--- src/logic/adr_cfg.svh ---
`ifndef ADR_CFG_SVH
`define ADR_CFG_SVH

// Result width of one converter
`define ADR_RESULT_BITS 18
// Flip-flops in each pin synchroniser
`define ADR_SYNC_STAGES 2
// Reset values
`define ADR_RST_SERIAL_OUT 1'b0
`define ADR_RST_SERIAL_OE 1'b0
`define ADR_RST_PIN_LEVEL 1'b0
`define ADR_RST_FLAG 1'b0
`define ADR_RST_DATA_BIT 1'b0

`endif

--- src/logic/adr_pkg.sv ---
package adr_pkg;
	typedef enum logic [2:0] {
		ADR_IDLE = 3'h0,
		ADR_CONVERT = 3'h1,
		ADR_WAIT_CHAIN = 3'h2,
		ADR_BUSY_BIT = 3'h3,
		ADR_READ = 3'h4,
		ADR_CS_HOLD = 3'h5
	} adr_state_type;

	typedef struct packed {
		logic first_in_chain;
		logic shift_clk;
		logic chain_in;
		logic conv_trigger;
	} adr_pins_type;
endpackage

--- src/logic/adr_chain.sv ---
`timescale 1ns/10ps
`include "adr_cfg.svh"
// How it works
// - On a conv_trigger rise, chain_in low selects chain operation and chain_in high selects chip-select operation.
// - With chain_in and conv_trigger both low, serial_out is driven low.
// - A conv_trigger rise with the shift clock low starts a conversion in chain operation without busy indication.
// - A conv_trigger rise with the shift clock high starts a conversion in chain operation with busy indication.
// - Without busy indication the result MSB appears on serial_out once conversion ends, then the core idles.
// - Without busy indication each further shift clock fall moves the next result bit out.
// - Each shift clock fall during the data readback loads chain_in into the tail of the shift register so upstream data passes on.
// - Without busy indication a chain of N converters is read with 18 times N shift clocks.
// - Each converter sends its own 18-bit result MSB first.
// - serial_out holds across both shift clock edges, changing only just after a falling edge.
// - With busy indication serial_out goes high only once this and every upstream converter have finished.
// - With busy indication N converters need 18 times N plus one shift clocks, the first one dropping the busy bit.
module adr_chain #(
	parameter int RESULT_BITS = `ADR_RESULT_BITS
) (
	// Clock and reset
	input wire logic ref_clk,
	input wire logic rst,
	// Pins from the host side, asynchronous
	input wire adr_pkg::adr_pins_type pins,
	// Converter core, same clock
	input wire logic conv_done,
	input wire logic [RESULT_BITS-1:0] conv_result,
	output logic conv_start,
	// Serial output pin
	output logic serial_out,
	output logic serial_out_oe,
	// Status
	output logic chain_mode,
	output logic busy_enabled,
	output logic reading
);
	import adr_pkg::*;

	logic [$bits(adr_pins_type)-1:0] pins_sync;
	adr_pins_type pin_s;
	logic conv_prev_q;
	logic sck_prev_q;
	logic conv_rise;
	logic conv_fall;
	logic sck_fall;
	adr_state_type state_q;
	adr_state_type state_d;
	logic busy_en_q;
	logic chain_mode_q;
	logic conv_start_q;
	logic out_d;
	logic oe_d;
	logic load_sr;
	logic shift_sr;
	logic sr_msb;
	logic upstream_ready;
	logic in_idle;
	logic start_take;
	logic start_chain;
	logic start_busy;
	logic read_now;
	logic read_next;

	if (RESULT_BITS < 2) begin : g_check
		$error("adr_chain needs a result of at least two bits");
	end

	// Mode decode at the start edge, shared by the next-state logic and the mode flags
	function automatic logic chain_selected(input logic chain_level);
		return ~chain_level;
	endfunction

	// Busy indication needs chain operation and a high shift clock at the start edge
	function automatic logic busy_selected(input logic chain_level, input logic clk_level);
		return chain_selected(chain_level) & clk_level;
	endfunction

	// Data bits move only in this state, seen both before and after the state register
	function automatic logic is_shifting(input adr_state_type st);
		return st == ADR_READ;
	endfunction

	adr_sync #(
		.WIDTH($bits(adr_pins_type))
	) u_adr_sync (
		.ref_clk(ref_clk),
		.rst(rst),
		.async_in(pins),
		.sync_out(pins_sync)
	);

	assign pin_s = adr_pins_type'(pins_sync);

	// Edge finding runs on synchronised levels only
	assign conv_rise = pin_s.conv_trigger & ~conv_prev_q;
	assign conv_fall = ~pin_s.conv_trigger & conv_prev_q;
	assign sck_fall = ~pin_s.shift_clk & sck_prev_q;

	// The first converter's chain_in is tied low, so it cannot wait on it
	assign upstream_ready = pin_s.first_in_chain | pin_s.chain_in;
	assign in_idle = (state_q == ADR_IDLE);

	// A start edge counts only in idle; rises in any other state are dropped
	assign start_take = in_idle & conv_rise;
	assign start_chain = chain_selected(pin_s.chain_in);
	assign start_busy = busy_selected(pin_s.chain_in, pin_s.shift_clk);
	assign read_now = is_shifting(state_q);
	assign read_next = is_shifting(state_d);

	// Result loads at the end of conversion, MSB at the front
	assign load_sr = (state_q == ADR_CONVERT) & conv_done;
	// Busy bit edge drops the flag only; no data moves on that edge
	assign shift_sr = read_now & sck_fall;

	adr_shreg #(
		.WIDTH(RESULT_BITS)
	) u_adr_shreg (
		.ref_clk(ref_clk),
		.rst(rst),
		.load(load_sr),
		.load_data(conv_result),
		.shift(shift_sr),
		.shift_in(pin_s.chain_in),
		.msb(sr_msb)
	);

	// Next state
	always_comb begin
		state_d = state_q;
		case (state_q)
			ADR_IDLE: begin
				if (conv_rise) begin
					if (start_chain) begin
						state_d = ADR_CONVERT;
					end else begin
						state_d = ADR_CS_HOLD;
					end
				end
			end
			ADR_CONVERT: begin
				// A started conversion always runs to its end
				if (conv_done) begin
					if (!pin_s.conv_trigger) begin
						state_d = ADR_IDLE;
					end else if (busy_en_q) begin
						state_d = ADR_WAIT_CHAIN;
					end else begin
						state_d = ADR_READ;
					end
				end
			end
			ADR_WAIT_CHAIN: begin
				if (conv_fall) begin
					state_d = ADR_IDLE;
				end else if (upstream_ready) begin
					state_d = ADR_BUSY_BIT;
				end
			end
			ADR_BUSY_BIT: begin
				if (conv_fall) begin
					state_d = ADR_IDLE;
				end else if (sck_fall) begin
					state_d = ADR_READ;
				end
			end
			ADR_READ: begin
				// Shifting never stops on a count: upstream bits keep flowing
				if (conv_fall) begin
					state_d = ADR_IDLE;
				end
			end
			ADR_CS_HOLD: begin
				// Chip-select operation is not served: the pin floats until released
				if (conv_fall) begin
					state_d = ADR_IDLE;
				end
			end
			default: begin
				state_d = ADR_IDLE;
			end
		endcase
	end

	// Pin drive, computed from the next state so serial_out moves one cycle after the edge
	always_comb begin
		out_d = 1'b0;
		oe_d = 1'b1;
		case (state_d)
			ADR_IDLE: begin
				oe_d = ~pin_s.chain_in & ~pin_s.conv_trigger;
			end
			ADR_CONVERT: begin
				out_d = 1'b0;
			end
			ADR_WAIT_CHAIN: begin
				out_d = 1'b0;
			end
			ADR_BUSY_BIT: begin
				out_d = 1'b1;
			end
			ADR_READ: begin
				// In the load cycle the register still holds old data
				out_d = load_sr ? conv_result[RESULT_BITS-1] : sr_msb;
			end
			ADR_CS_HOLD: begin
				oe_d = 1'b0;
			end
			default: begin
				oe_d = 1'b0;
			end
		endcase
	end

	always_ff @(posedge ref_clk or posedge rst) begin
		if (rst) begin
			conv_prev_q <= `ADR_RST_PIN_LEVEL;
		end else begin
			conv_prev_q <= pin_s.conv_trigger;
		end
	end

	always_ff @(posedge ref_clk or posedge rst) begin
		if (rst) begin
			sck_prev_q <= `ADR_RST_PIN_LEVEL;
		end else begin
			sck_prev_q <= pin_s.shift_clk;
		end
	end

	always_ff @(posedge ref_clk or posedge rst) begin
		if (rst) begin
			state_q <= ADR_IDLE;
		end else begin
			state_q <= state_d;
		end
	end

	// Mode is caught only at the start edge
	always_ff @(posedge ref_clk or posedge rst) begin
		if (rst) begin
			busy_en_q <= `ADR_RST_FLAG;
		end else if (start_take) begin
			busy_en_q <= start_busy;
		end
	end

	always_ff @(posedge ref_clk or posedge rst) begin
		if (rst) begin
			chain_mode_q <= `ADR_RST_FLAG;
		end else if (start_take) begin
			chain_mode_q <= start_chain;
		end
	end

	// Chip-select starts never reach the core, so no result is made for them
	always_ff @(posedge ref_clk or posedge rst) begin
		if (rst) begin
			conv_start_q <= `ADR_RST_FLAG;
		end else begin
			conv_start_q <= start_take & start_chain;
		end
	end

	// Pin levels leave a flip-flop, so decode glitches never reach the line
	always_ff @(posedge ref_clk or posedge rst) begin
		if (rst) begin
			serial_out <= `ADR_RST_SERIAL_OUT;
		end else begin
			serial_out <= out_d;
		end
	end

	always_ff @(posedge ref_clk or posedge rst) begin
		if (rst) begin
			serial_out_oe <= `ADR_RST_SERIAL_OE;
		end else begin
			serial_out_oe <= oe_d;
		end
	end

	// chain_mode and busy_enabled trail their internal flags by one cycle; reading is taken from the next state and follows state_q
	always_ff @(posedge ref_clk or posedge rst) begin
		if (rst) begin
			chain_mode <= `ADR_RST_FLAG;
		end else begin
			chain_mode <= chain_mode_q;
		end
	end

	always_ff @(posedge ref_clk or posedge rst) begin
		if (rst) begin
			busy_enabled <= `ADR_RST_FLAG;
		end else begin
			busy_enabled <= busy_en_q;
		end
	end

	always_ff @(posedge ref_clk or posedge rst) begin
		if (rst) begin
			reading <= `ADR_RST_FLAG;
		end else begin
			reading <= read_next;
		end
	end

	assign conv_start = conv_start_q;
endmodule // adr_chain

--- src/logic/adr_shreg.sv ---
`timescale 1ns/10ps
`include "adr_cfg.svh"
module adr_shreg #(
	parameter int WIDTH = `ADR_RESULT_BITS
) (
	// Clock and reset
	input wire logic ref_clk,
	input wire logic rst,
	// Parallel load
	input wire logic load,
	input wire logic [WIDTH-1:0] load_data,
	// Serial shift
	input wire logic shift,
	input wire logic shift_in,
	output logic msb
);
	logic [WIDTH-1:0] data_q;
	logic [WIDTH-1:0] data_d;

	if (WIDTH < 2) begin : g_check
		$error("adr_shreg needs at least two bits");
	end

	// Load has priority; a shift in the load cycle is meaningless
	assign data_d = load ? load_data : (shift ? {data_q[WIDTH-2:0], shift_in} : data_q);
	assign msb = data_q[WIDTH-1];

	always_ff @(posedge ref_clk or posedge rst) begin
		if (rst) begin
			data_q <= {WIDTH{`ADR_RST_DATA_BIT}};
		end else begin
			data_q <= data_d;
		end
	end
endmodule // adr_shreg

--- src/logic/adr_sync.sv ---
`timescale 1ns/10ps
`include "adr_cfg.svh"
module adr_sync #(
	parameter int WIDTH = 4
) (
	// Clock and reset
	input wire logic ref_clk,
	input wire logic rst,
	// Asynchronous levels in, synchronous levels out
	input wire logic [WIDTH-1:0] async_in,
	output logic [WIDTH-1:0] sync_out
);
	logic [WIDTH-1:0] meta_q;

	if (WIDTH < 1) begin : g_check
		$error("adr_sync needs at least one bit");
	end

	// First stage feeds the second stage only
	always_ff @(posedge ref_clk or posedge rst) begin
		if (rst) begin
			meta_q <= {WIDTH{`ADR_RST_PIN_LEVEL}};
			sync_out <= {WIDTH{`ADR_RST_PIN_LEVEL}};
		end else begin
			meta_q <= async_in;
			sync_out <= meta_q;
		end
	end
endmodule // adr_sync

--- config.mk ---
export PLATFORM = sky130hd
export DESIGN_NAME = adr_chain
export DESIGN_NICKNAME = d
export VERILOG_FILES = /design/src/logic/adr_pkg.sv /design/src/logic/adr_chain.sv /design/src/logic/adr_shreg.sv /design/src/logic/adr_sync.sv
export VERILOG_INCLUDE_DIRS = /design/src /design/src/logic
export SDC_FILE = /design/constraint.sdc
export NUM_CORES = 1
export LEC_CHECK = 0
export BUFFER_PORTS_ARGS = -buffer_cell sky130_fd_sc_hd__clkbuf_2
export CORE_ASPECT_RATIO = 0.6
export CORE_MARGIN = 1.5
export CORE_UTILIZATION = 25
export DETAILED_ROUTE_END_ITERATION = 12
export HOLD_SLACK_MARGIN = 0.08
export SYNTH_ARGS = -nofsm -noshare
export SYNTH_HDL_FRONTEND = slang
export SYNTH_HIERARCHICAL = 1
export SYNTH_SLANG_ARGS = --single-unit
export TNS_END_PERCENT = 100
--- constraint.sdc ---
create_clock -name ref_clk -period 1.82 [get_ports ref_clk]
set_clock_uncertainty 0.05 [all_clocks]
set_input_delay 0 -clock ref_clk [delete_from_list [all_inputs] [get_ports ref_clk]]
set_output_delay 0 -clock ref_clk [all_outputs]
set_load 0.1 [all_outputs]
==> flow_summary.ini, run 1 <==
[outcome]
status = complete, no violations

[cts]
cts-root-buf = clkbuf_8
insertion_delay_ns = 0.29
clkTransAtPathRegs_ns = 0.08
post_cts_buffers = 0
cts_num_sinks = 39
clock_path_buffers = 2
cts_buffers = 5
htreeDepth = 2
cts_tree = built

[timing]
setup_viol = 0
finalCritPeriodShare_pct = 92.12
hold_viol = 0
fmax_mhz = 596.5
tightest_slew_ns = 0.6762
maxSlewViolCount = 0
relSlewSlack_pct = 54.87
layout_min_cycle_time_ns = 1.677
rsz0062_at_grt = no
setup-tns-final_ns = 0

[worst_setup_path]
r2r_slack_ns = 0.14
reg2reg_from = state_q[2]
crit_required_ns = 1.96
cp_slowest_stage_delay_ns = 0.44
cp_max_fo = 3
arrival_ns = 1.82
critPathSlowestCell = dfrtp_1
path_class = reg -> reg
endpoint_kind = flop
startpoint_type = flop
cp_cell_sequence = nand2b_1 -> or3_1 -> a31oi_1 -> nor2_1 -> and2_1
r2r_cells = 5
r2r-end = reading

[power_and_ir_drop]
p_leak_nw = 0.9716
p_per_area_mw_per_mm2 = 1383
ir_drop_uv = 414.3
total_power_mw = 3.099

[cells_and_area]
post-route-cell-area_mm2 = 0.002241
layout.nets = 226
antenna_cells = 0
drive_gt1_share_pct = 24.26
syn2layout_area_growth_pct = 35.68

[global_routing]
grtUsageTotal_pct = 10.31
grt_pass1_wl_mm = 5.416
grt_max_degree = 30
antenna_found_initial = 0
first_global_vias = 1150
grt-ovfl-total = 0

[floorplan]
core-area_mm2 = 0.006248
die_x_um = 107.9
row_count = 22
initial_core_util_pct = 26.43
die-area_mm2 = 0.007119
die_y_um = 65.96
io_pins = 31

[logic_synthesis]
synthArstFlopShare_pct = 100.0
ys_types = 29
synthSimpleGateAreaFrac_pct = 14.62
synthFlopType = dfrtp_1
post-synth-top-count-cell = dfrtp_1
synth_xor_area_share_pct = 0
synth_top_family_by_area = simple AND/OR/NAND/NOR gates
muxShareOfSynthArea_pct = 12.12
synth-adder-area-share_pct = 0
synthTopCellsByArea = dfrtp_1 (59%), mux2i_1 (12%), nand2_1 (4.5%), o21ai_1 (3.3%), o21ai_0 (2.7%)
syn_area_mm2 = 0.001652
ys_warn_count = 6
avgSynthCellArea_um2 = 11.55
synth-compound-area-share_pct = 9.470
synth.top_cell.area_share_pct = 59.09
synth_common_cells = dfrtp_1 (39), mux2i_1 (20), nand2_1 (20), o21ai_1 (11), o21ai_0 (9)
synth.largest_area_cell = dfrtp_1
yosysSeqAreaShare_pct = 59.09
ys_ff_latch = 39
synth_nets = 168
synthCells = 143
synth_edf_count = 0

[drt]
drtPass1Iterations = 4
final_antenna_net_count = 0
drt_iter0_drc = 34
wl_per_cell_um = 11.43
drc = 0
totalWireLength_mm = 3.270
viasPerCell = 4.262
num_vias = 1219

[placement]
place.gp.congestion = 0.8869
post_dp_cell_area_mm2 = 0.001918
io_buffers = 30
dp_hpwl_mm = 2.338

[min_path]
hp-class = in -> async

[job]
maxCapViolCount = 0
how the worst max path moves through the flow:
stage / from / to / cells after the start
global placement: u_adr_sync/sync_out[0] / reading / 5
global route: state_q[0] / serial_out / 5
CTS: state_q[2] / reading / 5
detailed placement: state_q[2] / reading / 5
finish: state_q[2] / reading / 5
floorplan: state_q[2] / serial_out_oe / 5
cell type report:
| type | count | area, µm² |
|---|---|---|
| clock inverters | 3 | 20.02 |
| well taps | 84 | 105.1 |
| clock buffers | 5 | 68.82 |
| multi-input cells | 93 | 618.1 |
| flip-flops and latches | 39 | 975.9 |
| repair buffers | 59 | 441.7 |
| fillers | 624 | 4008 |
| inverters | 3 | 11.26 |
repair_timing:
action                                  CTS  global route
gates resized for setup                   0             1
hold endpoints to repair                 61             0
endpoints found under the setup margin    0             1
hold buffers                             23             0
critical path, delay by kind of cell (launching register included):
kind            cells  cell delay, ns
compound gates      1            0.29
simple gates        4            0.79
flops               1            0.44
sequential cells by signal, summed over array words and instances (netlist names):
signal	count
u_adr_shreg/data_q	18
u_adr_sync/sync_out	4
conv_prev_q	1
sck_prev_q	1
reading	1
serial_out	1
chain_mode	1
serial_out_oe	1
busy_en_q	1
u_adr_sync/meta_q	4
chain_mode_q	1
conv_start	1
state_q	3
busy_enabled	1
report_power, final:
group	switching (mW)	internal, mW
Combinational	0.751	0.416
Sequential	0.185	1.17
Clock	0.309	0.267
Total	1.25	1.85
cells by family (layout without fill, tap and decap cells):
kind of cell | after synthesis | after routing
flops | 39 | 39
buf+inv | 11 | 70
compound gates | 27 | 27
mux | 20 | 20
simple gates | 46 | 46
layer usage:
metal / share of wire, % / vias up / track usage, %
li1: - / 610 / -
met1: 54 / 574 / 14.35
met2: 40 / 33 / 14.33
met3: 4.8 / 2 / 3.054
met4: 1.3 / 0 / 5.428
met5: 0 / - / 0
placed cells by master (no fill, tap or decap), drive strengths merged:
master and count:
nand2b 6, a21o 1, and2 1, dfrtp 39
o31ai 1, o21ai 20, and4b 1, nand3b 5
a311oi 1, nor4bb 1, mux2i 20, or2b 1
nor2 4, clkbuf 35, nand3 1, dlygate4sd3 23
nor3 2, a21oi 1, inv 3, clkinv 1
buf 6, or2 1, a31o 1, or4 2
nand2 20, or3 1, clkinvlp 2, a31oi 1
o211ai 1
per-stage QoR:
| step | cells | hold slack, ns | worst slack, ns | utilization [%] |
|---|---|---|---|---|
| finish | 286 | 0.1504 | 0.1435 | 35.86 |
| global placement | 255 | -0.08625 | 0.1310 | 30.70 |
| floorplan | 143 | -0.2343 | 0.3141 | - |
| detailed placement | 255 | -0.09288 | 0.1525 | 30.70 |
| global route | 286 | 0.1880 | 0.01840 | 35.86 |
| CTS | 286 | 0.1468 | 0.1411 | 35.80 |
No activity file was read; power rests on OpenSTA's default activity.
==> run 2, diff against run 1 <==
Settings changed: ABC_AREA set to 1, CTS_CLUSTER_SIZE set to 20.
==> run 2 against run 1 <==
  * Critical path depth grew 2
  * Sequential share of layout area shrank 2.2 points
  * Total power rose by 11%
  * Register-to-register slack better by 0.11 ns
  * Cell area increased by 5.4%
  * Via count increased by 19%
  * Combinational power up 3%
  * Area after synthesis is 5.3% higher
  * Maximum frequency increased by 6.9%
  * Clock power increased by 57%
  * Critical path type unchanged
  * Critical endpoint is now u_adr_shreg/data_q[14]
  * Largest cell class unchanged
  * Highest routed layer unchanged
==> flow_summary.ini, run 2 <==
[outcome]
status = complete, no violations

[worst_setup_path]
r2r_slack_ns = 0.25
crit_required_ns = 1.92
arrival_ns = 1.67
startpoint_type = flop
cp_max_fo = 18
path_class = reg -> reg
endpoint_kind = flop

[logic_synthesis]
synthTopCellsByArea = dfrtp_1 (56%), nand2_1 (13%), nand3_1 (12%), inv_1 (2.6%), nor2_1 (2.4%)
synth.largest_area_cell = dfrtp_1
synth_edf_count = 0
synth.top_cell.area_share_pct = 56.12
synth_common_cells = nand2_1 (62), nand3_1 (41), dfrtp_1 (39), inv_1 (12), nor2_1 (11)
ys_types = 21
avgSynthCellArea_um2 = 8.784
synthCells = 198
post-synth-top-count-cell = nand2_1
synthFlopType = dfrtp_1
syn_area_mm2 = 0.001739
yosysSeqAreaShare_pct = 56.12
synth_nets = 223
synthArstFlopShare_pct = 100.0
ys_ff_latch = 39
ys_warn_count = 6

[cts]
cts-root-buf = clkbuf_16
clock_path_buffers = 2
cts_buffers = 5
cts_hold_buf = 23
cts_resized = 0
insertion_delay_ns = 0.29
clkTransAtPathRegs_ns = 0.06
htreeDepth = 2
cts_num_sinks = 39
post_cts_buffers = 0
cts_tree = built

[power_and_ir_drop]
power_frac_clock_pct = 26.4
p_seq_share_pct = 38.4
p_leak_nw = 1.200
p_per_area_mw_per_mm2 = 1453
p_switching_mw = 1.384
ir_drop_uv = 1026
intPower_mw = 2.048
swShare_pct = 40.33
power_frac_comb_pct = 35.2

[timing]
rsz0062_at_grt = no
fmax_mhz = 637.4
setup_viol = 0
timing.final.ws_setup_ns = 0.2510
setup-tns-final_ns = 0
maxSlewViolCount = 0
hold_viol = 0
tightest_slew_ns = 0.6998
relSlewSlack_pct = 53.30
layout_min_cycle_time_ns = 1.569
finalCritPeriodShare_pct = 86.21

[placement]
io_buffers = 30
dp_hpwl_mm = 2.711
place.gp.congestion = 0.8757
dp_slack_ns = 0.2758

[cells_and_area]
syn2layout_area_growth_pct = 35.83
antenna_cells = 0
fillCellCount = 705
layout.nets = 280
top_regs = u_adr_shreg/data_q (18), u_adr_sync/meta_q (4), u_adr_sync/sync_out (4)
multi_input_area_um2 = 645.6
regArea_um2 = 975.9
final_cell_mix = nand2_1 (62), nand3_1 (41), dfrtp_1 (39)
largest_reg_flops = 18
largest_register = u_adr_shreg/data_q
final_common_cell = nand2_1
drive_gt1_share_pct = 23.44

[job]
maxCapViolCount = 0

[floorplan]
initial_core_util_pct = 25.94
die_x_um = 110.7
die-area_mm2 = 0.007482
die_y_um = 67.61
io_pins = 31
core-area_mm2 = 0.006705
row_count = 23

[drt]
num_vias = 1454
drt_iter0_drc = 93
viasPerCell = 4.239
drc = 0
drtPass1Iterations = 4
totalWireLength_mm = 3.750
final_antenna_net_count = 0
wl_per_cell_um = 10.93

[global_routing]
grt_pass1_wl_mm = 6.568
antenna_found_initial = 0
grt_max_degree = 20
grtUsageTotal_pct = 11.71
first_global_vias = 1338
grt-ovfl-total = 0

[min_path]
hp-class = in -> reg
==> run 2: changes by cell type in the layout (fill, tap and decap cells not counted), moves of 6 or more <==
cell	change
nand2b_1	-6
nor2_1	+7
mux2i_1	-20
inv_1	+9
nand2_1	+42
nand3_1	+40
o21ai_1	-9
o21ai_0	-8
==> run 2: path summary, 6_finish.rpt <==
check / to / start / cells after the start
max reg2reg: u_adr_shreg/data_q[14] / state_q[2] / 7
max: u_adr_shreg/data_q[14] / state_q[2] / 7
max in group asynchronous: u_adr_shreg/data_q[12] / rst / 3
min: state_q[2] / conv_done / 3
min in group asynchronous: u_adr_sync/sync_out[0] / rst / 3
min reg2reg: u_adr_sync/sync_out[2] / u_adr_sync/meta_q[2] / 0
==> run 2: cell type report <==
| class | instances | area share, % |
|---|---|---|
| Sequential cell | 39 | 41.31 |
| Multi-Input combinational cell | 136 | 27.33 |
| Timing Repair Buffer | 56 | 17.58 |
| Clock buffer | 6 | 5.879 |
| Tap cell | 87 | 4.608 |
| Inverter | 17 | 2.701 |
| Clock inverter | 2 | 0.5826 |
==> run 2: cells by family (layout without fill, tap and decap cells) <==
family | Yosys count | count (layout) | share of synthesized area (%)
buf+inv | 23 | 81 | 6.762
flops | 39 | 39 | 56.12
compound gates | 4 | 4 | 1.295
simple gates | 132 | 132 | 35.83
==> run 2: power groups by stage <==
stage	clock [mW]	sequential, mW	combinational [mW]
2_1_floorplan	0	1.66	0.619
3_3_place_gp	0	1.33	1.16
3_5_place_dp	0	1.33	1.18
4_1_cts	0.918	1.32	1.22
5_1_grt	0.968	1.36	1.36
6_report	0.906	1.32	1.21
==> run 2: metal layers <==
| layer | wire length, µm | up-vias | share of wire, % | track usage, % |
|---|---|---|---|---|
| met5 | 0 | - | 0 | 0 |
| met4 | 67 | 0 | 1.8 | 5.769 |
| met3 | 295 | 5 | 7.9 | 4.758 |
| met2 | 1393 | 38 | 37 | 14.74 |
| met1 | 1994 | 662 | 53 | 16.83 |
| li1 | - | 749 | - | - |
==> run 2: worst max-delay path, cell delays in order (launching register included) <==
cell	delay [ns]
dfrtp_1	0.44
inv_2	0.13
nand3_1	0.12
nor2_1	0.22
buf_4	0.25
nor2_8	0.10
nand2_1	0.07
nand3_1	0.07
==> run 2: per-stage QoR <==
| stage | hold slack [ns] | power [mW] | util, % | instances | cell area [µm²] |
|---|---|---|---|---|---|
| after floorplan | -0.2343 | 2.279 | - | 198 | 1739 |
| after global placement | -0.09550 | 2.492 | 29.52 | 312 | 1979 |
| after detailed placement | -0.08100 | 2.507 | 29.52 | 312 | 1979 |
| after CTS | 0.08810 | 3.453 | 35.23 | 343 | 2362 |
| after global routing | 0.1168 | 3.686 | 35.23 | 343 | 2362 |
| final | 0.09672 | 3.432 | 35.23 | 343 | 2362 |
==> run 3, diff against run 2 <==
Settings changed: CORE_MARGIN 1.5 to unset.
==> run 3 against run 2 <==
  * The flow now finishes with violations (design-rule violations)
  * Cell count is 0.29% lower
  * First-iteration DRC count is 14% higher
  * Die area is 2.4% lower
  * Critical path depth stayed put
  * Count of clock-buffer cells in the layout is 1 lower
  * Maximum frequency is 0.72% lower
  * Routed wire length is 0.64% lower
  * Cell area is 2.1% higher
  * Non-clock buffer count is 1 lower
  * Worst setup slack worse by 0.011 ns
  * Via count is 0.21% lower
  * Largest cell class unchanged
  * Highest routed layer unchanged
==> flow_summary.ini, run 3 (same netlist as run 2, synthesis figures left out) <==
[floorplan]
row_count = 23
io_pins = 31
die_x_um = 109.7
core-area_mm2 = 0.006705
die_y_um = 66.61
die-area_mm2 = 0.007305
initial_core_util_pct = 25.94

[power_and_ir_drop]
p_leak_nw = 1.217
p_per_area_mw_per_mm2 = 1528
ir_drop_uv = 852.4

[worst_setup_path]
endpoint_kind = flop
startpoint_type = flop
r2r-end = u_adr_shreg/data_q[14]
cp_max_fo = 21
reg2reg_from = state_q[2]
r2r_cells = 7
path_class = reg -> reg
crit_required_ns = 1.93
arrival_ns = 1.69
r2r_slack_ns = 0.24

[cells_and_area]
final_cell_mix = nand2_1 (62), nand3_1 (41), dfrtp_1 (39)
drive_gt1_share_pct = 23.14
largest_reg_flops = 18
top_regs = u_adr_shreg/data_q (18), u_adr_sync/meta_q (4), u_adr_sync/sync_out (4)
final_cells = 342
fin_util_pct = 35.96
final_common_cell = nand2_1
antenna_cells = 0
layout.nets = 279
largest_register = u_adr_shreg/data_q
syn2layout_area_growth_pct = 38.63

[global_routing]
grt_max_degree = 22
first_global_vias = 1299
grt-ovfl-total = 0
grtUsageTotal_pct = 11.73
grt_pass1_wl_mm = 6.265
antenna_found_initial = 0

[min_path]
hold_depth = 3
min_from = conv_done
hold_end = state_q[2]
hp-class = in -> reg

[placement]
io_buffers = 30
placed_cells = 311
dp_hpwl_mm = 2.696
dp_slack_ns = 0.2335
place.gp.congestion = 0.9239

[job]
maxCapViolCount = 0

[timing]
setup-tns-final_ns = 0
rsz0062_at_grt = no
fin_hold_ws_ns = 0.09321
setup_viol = 0
finalCritPeriodShare_pct = 86.83
fmax_mhz = 632.8
hold_viol = 0
maxSlewViolCount = 0
relSlewSlack_pct = 53.74
tightest_slew_ns = 0.6932
layout_min_cycle_time_ns = 1.580
timing.final.ws_setup_ns = 0.2397

[cts]
insertion_delay_ns = 0.28
cts-root-buf = clkbuf_16
cts_buffers = 5
post_cts_buffers = 0
cts_resized = 0
cts_hold_buf = 23
cts_num_sinks = 39
cts_tree = built
clkTransAtPathRegs_ns = 0.06
clock_path_buffers = 2
htreeDepth = 2

[drt]
num_vias = 1451
totalWireLength_mm = 3.726
viasPerCell = 4.243
final_antenna_net_count = 0
wl_per_cell_um = 10.89
drt_iter0_drc = 106
drc = 2
drtPass1Iterations = 8

[outcome]
violations = design-rule violations
status = complete, but fails checks
run 3: cell types whose count changed in the layout (fill, tap and decap cells not counted):
cell       delta
buf_12        +1
buf_4         -2
bufinv_16     +2
clkbuf_8      -1
clkinv_2      -1
inv_6         -1
inv_8         +1
run 3: metal layers:
layer  global-route usage, %  vias to the layer above  wire length (µm)
met5                       0                        -                 0
met4                   5.000                        0                46
met3                   4.207                        4               245
met2                   15.09                       37              1448
met1                   17.15                      666              1985
li1                        -                      744                 -
run 3: worst max-delay path by stage:
stage	startpoint	to	slack, ns	cells past startpoint
after CTS	state_q[2]	u_adr_shreg/data_q[6]	0.22	7
after global placement	state_q[2]	u_adr_shreg/data_q[7]	0.29	7
after detailed placement	state_q[2]	u_adr_shreg/data_q[6]	0.23	7
final	state_q[2]	u_adr_shreg/data_q[14]	0.24	7
after global routing	state_q[2]	u_adr_shreg/data_q[17]	0.09	7
after floorplan	state_q[2]	u_adr_shreg/data_q[10]	0.38	8
run 3: final cells by class:
class,count,area (µm²)
Inverter,17,63.81
Sequential cell,39,975.9
Fill cell,700,4294
Tap cell,87,108.9
Multi-Input combinational cell,136,645.6
Clock inverter,3,71.32
Clock buffer,5,125.1
Timing Repair Buffer,55,420.4
run 3: power breakdown:
group / total, mW / switching [mW] / internal, mW
Sequential: 1.32 / 0.170 / 1.15
Combinational: 1.21 / 0.860 / 0.353
Clock: 1.15 / 0.352 / 0.794
run 3: metrics by stage:
| stage | power (mW) | cell area (µm²) |
|---|---|---|
| floorplan | 2.279 | 1739 |
| global placement | 2.495 | 1984 |
| detailed placement | 2.520 | 1984 |
| CTS | 3.727 | 2411 |
| global route | 3.924 | 2411 |
| finish | 3.683 | 2411 |
run 3: worst max-delay path: stages, from the launching register on:
cell and delay, ns:
dfrtp_1 0.44, inv_2 0.13, nand3_1 0.12, nor2_1 0.20
buf_12 0.19, inv_2 0.14, nand3_1 0.10, nand3_1 0.08
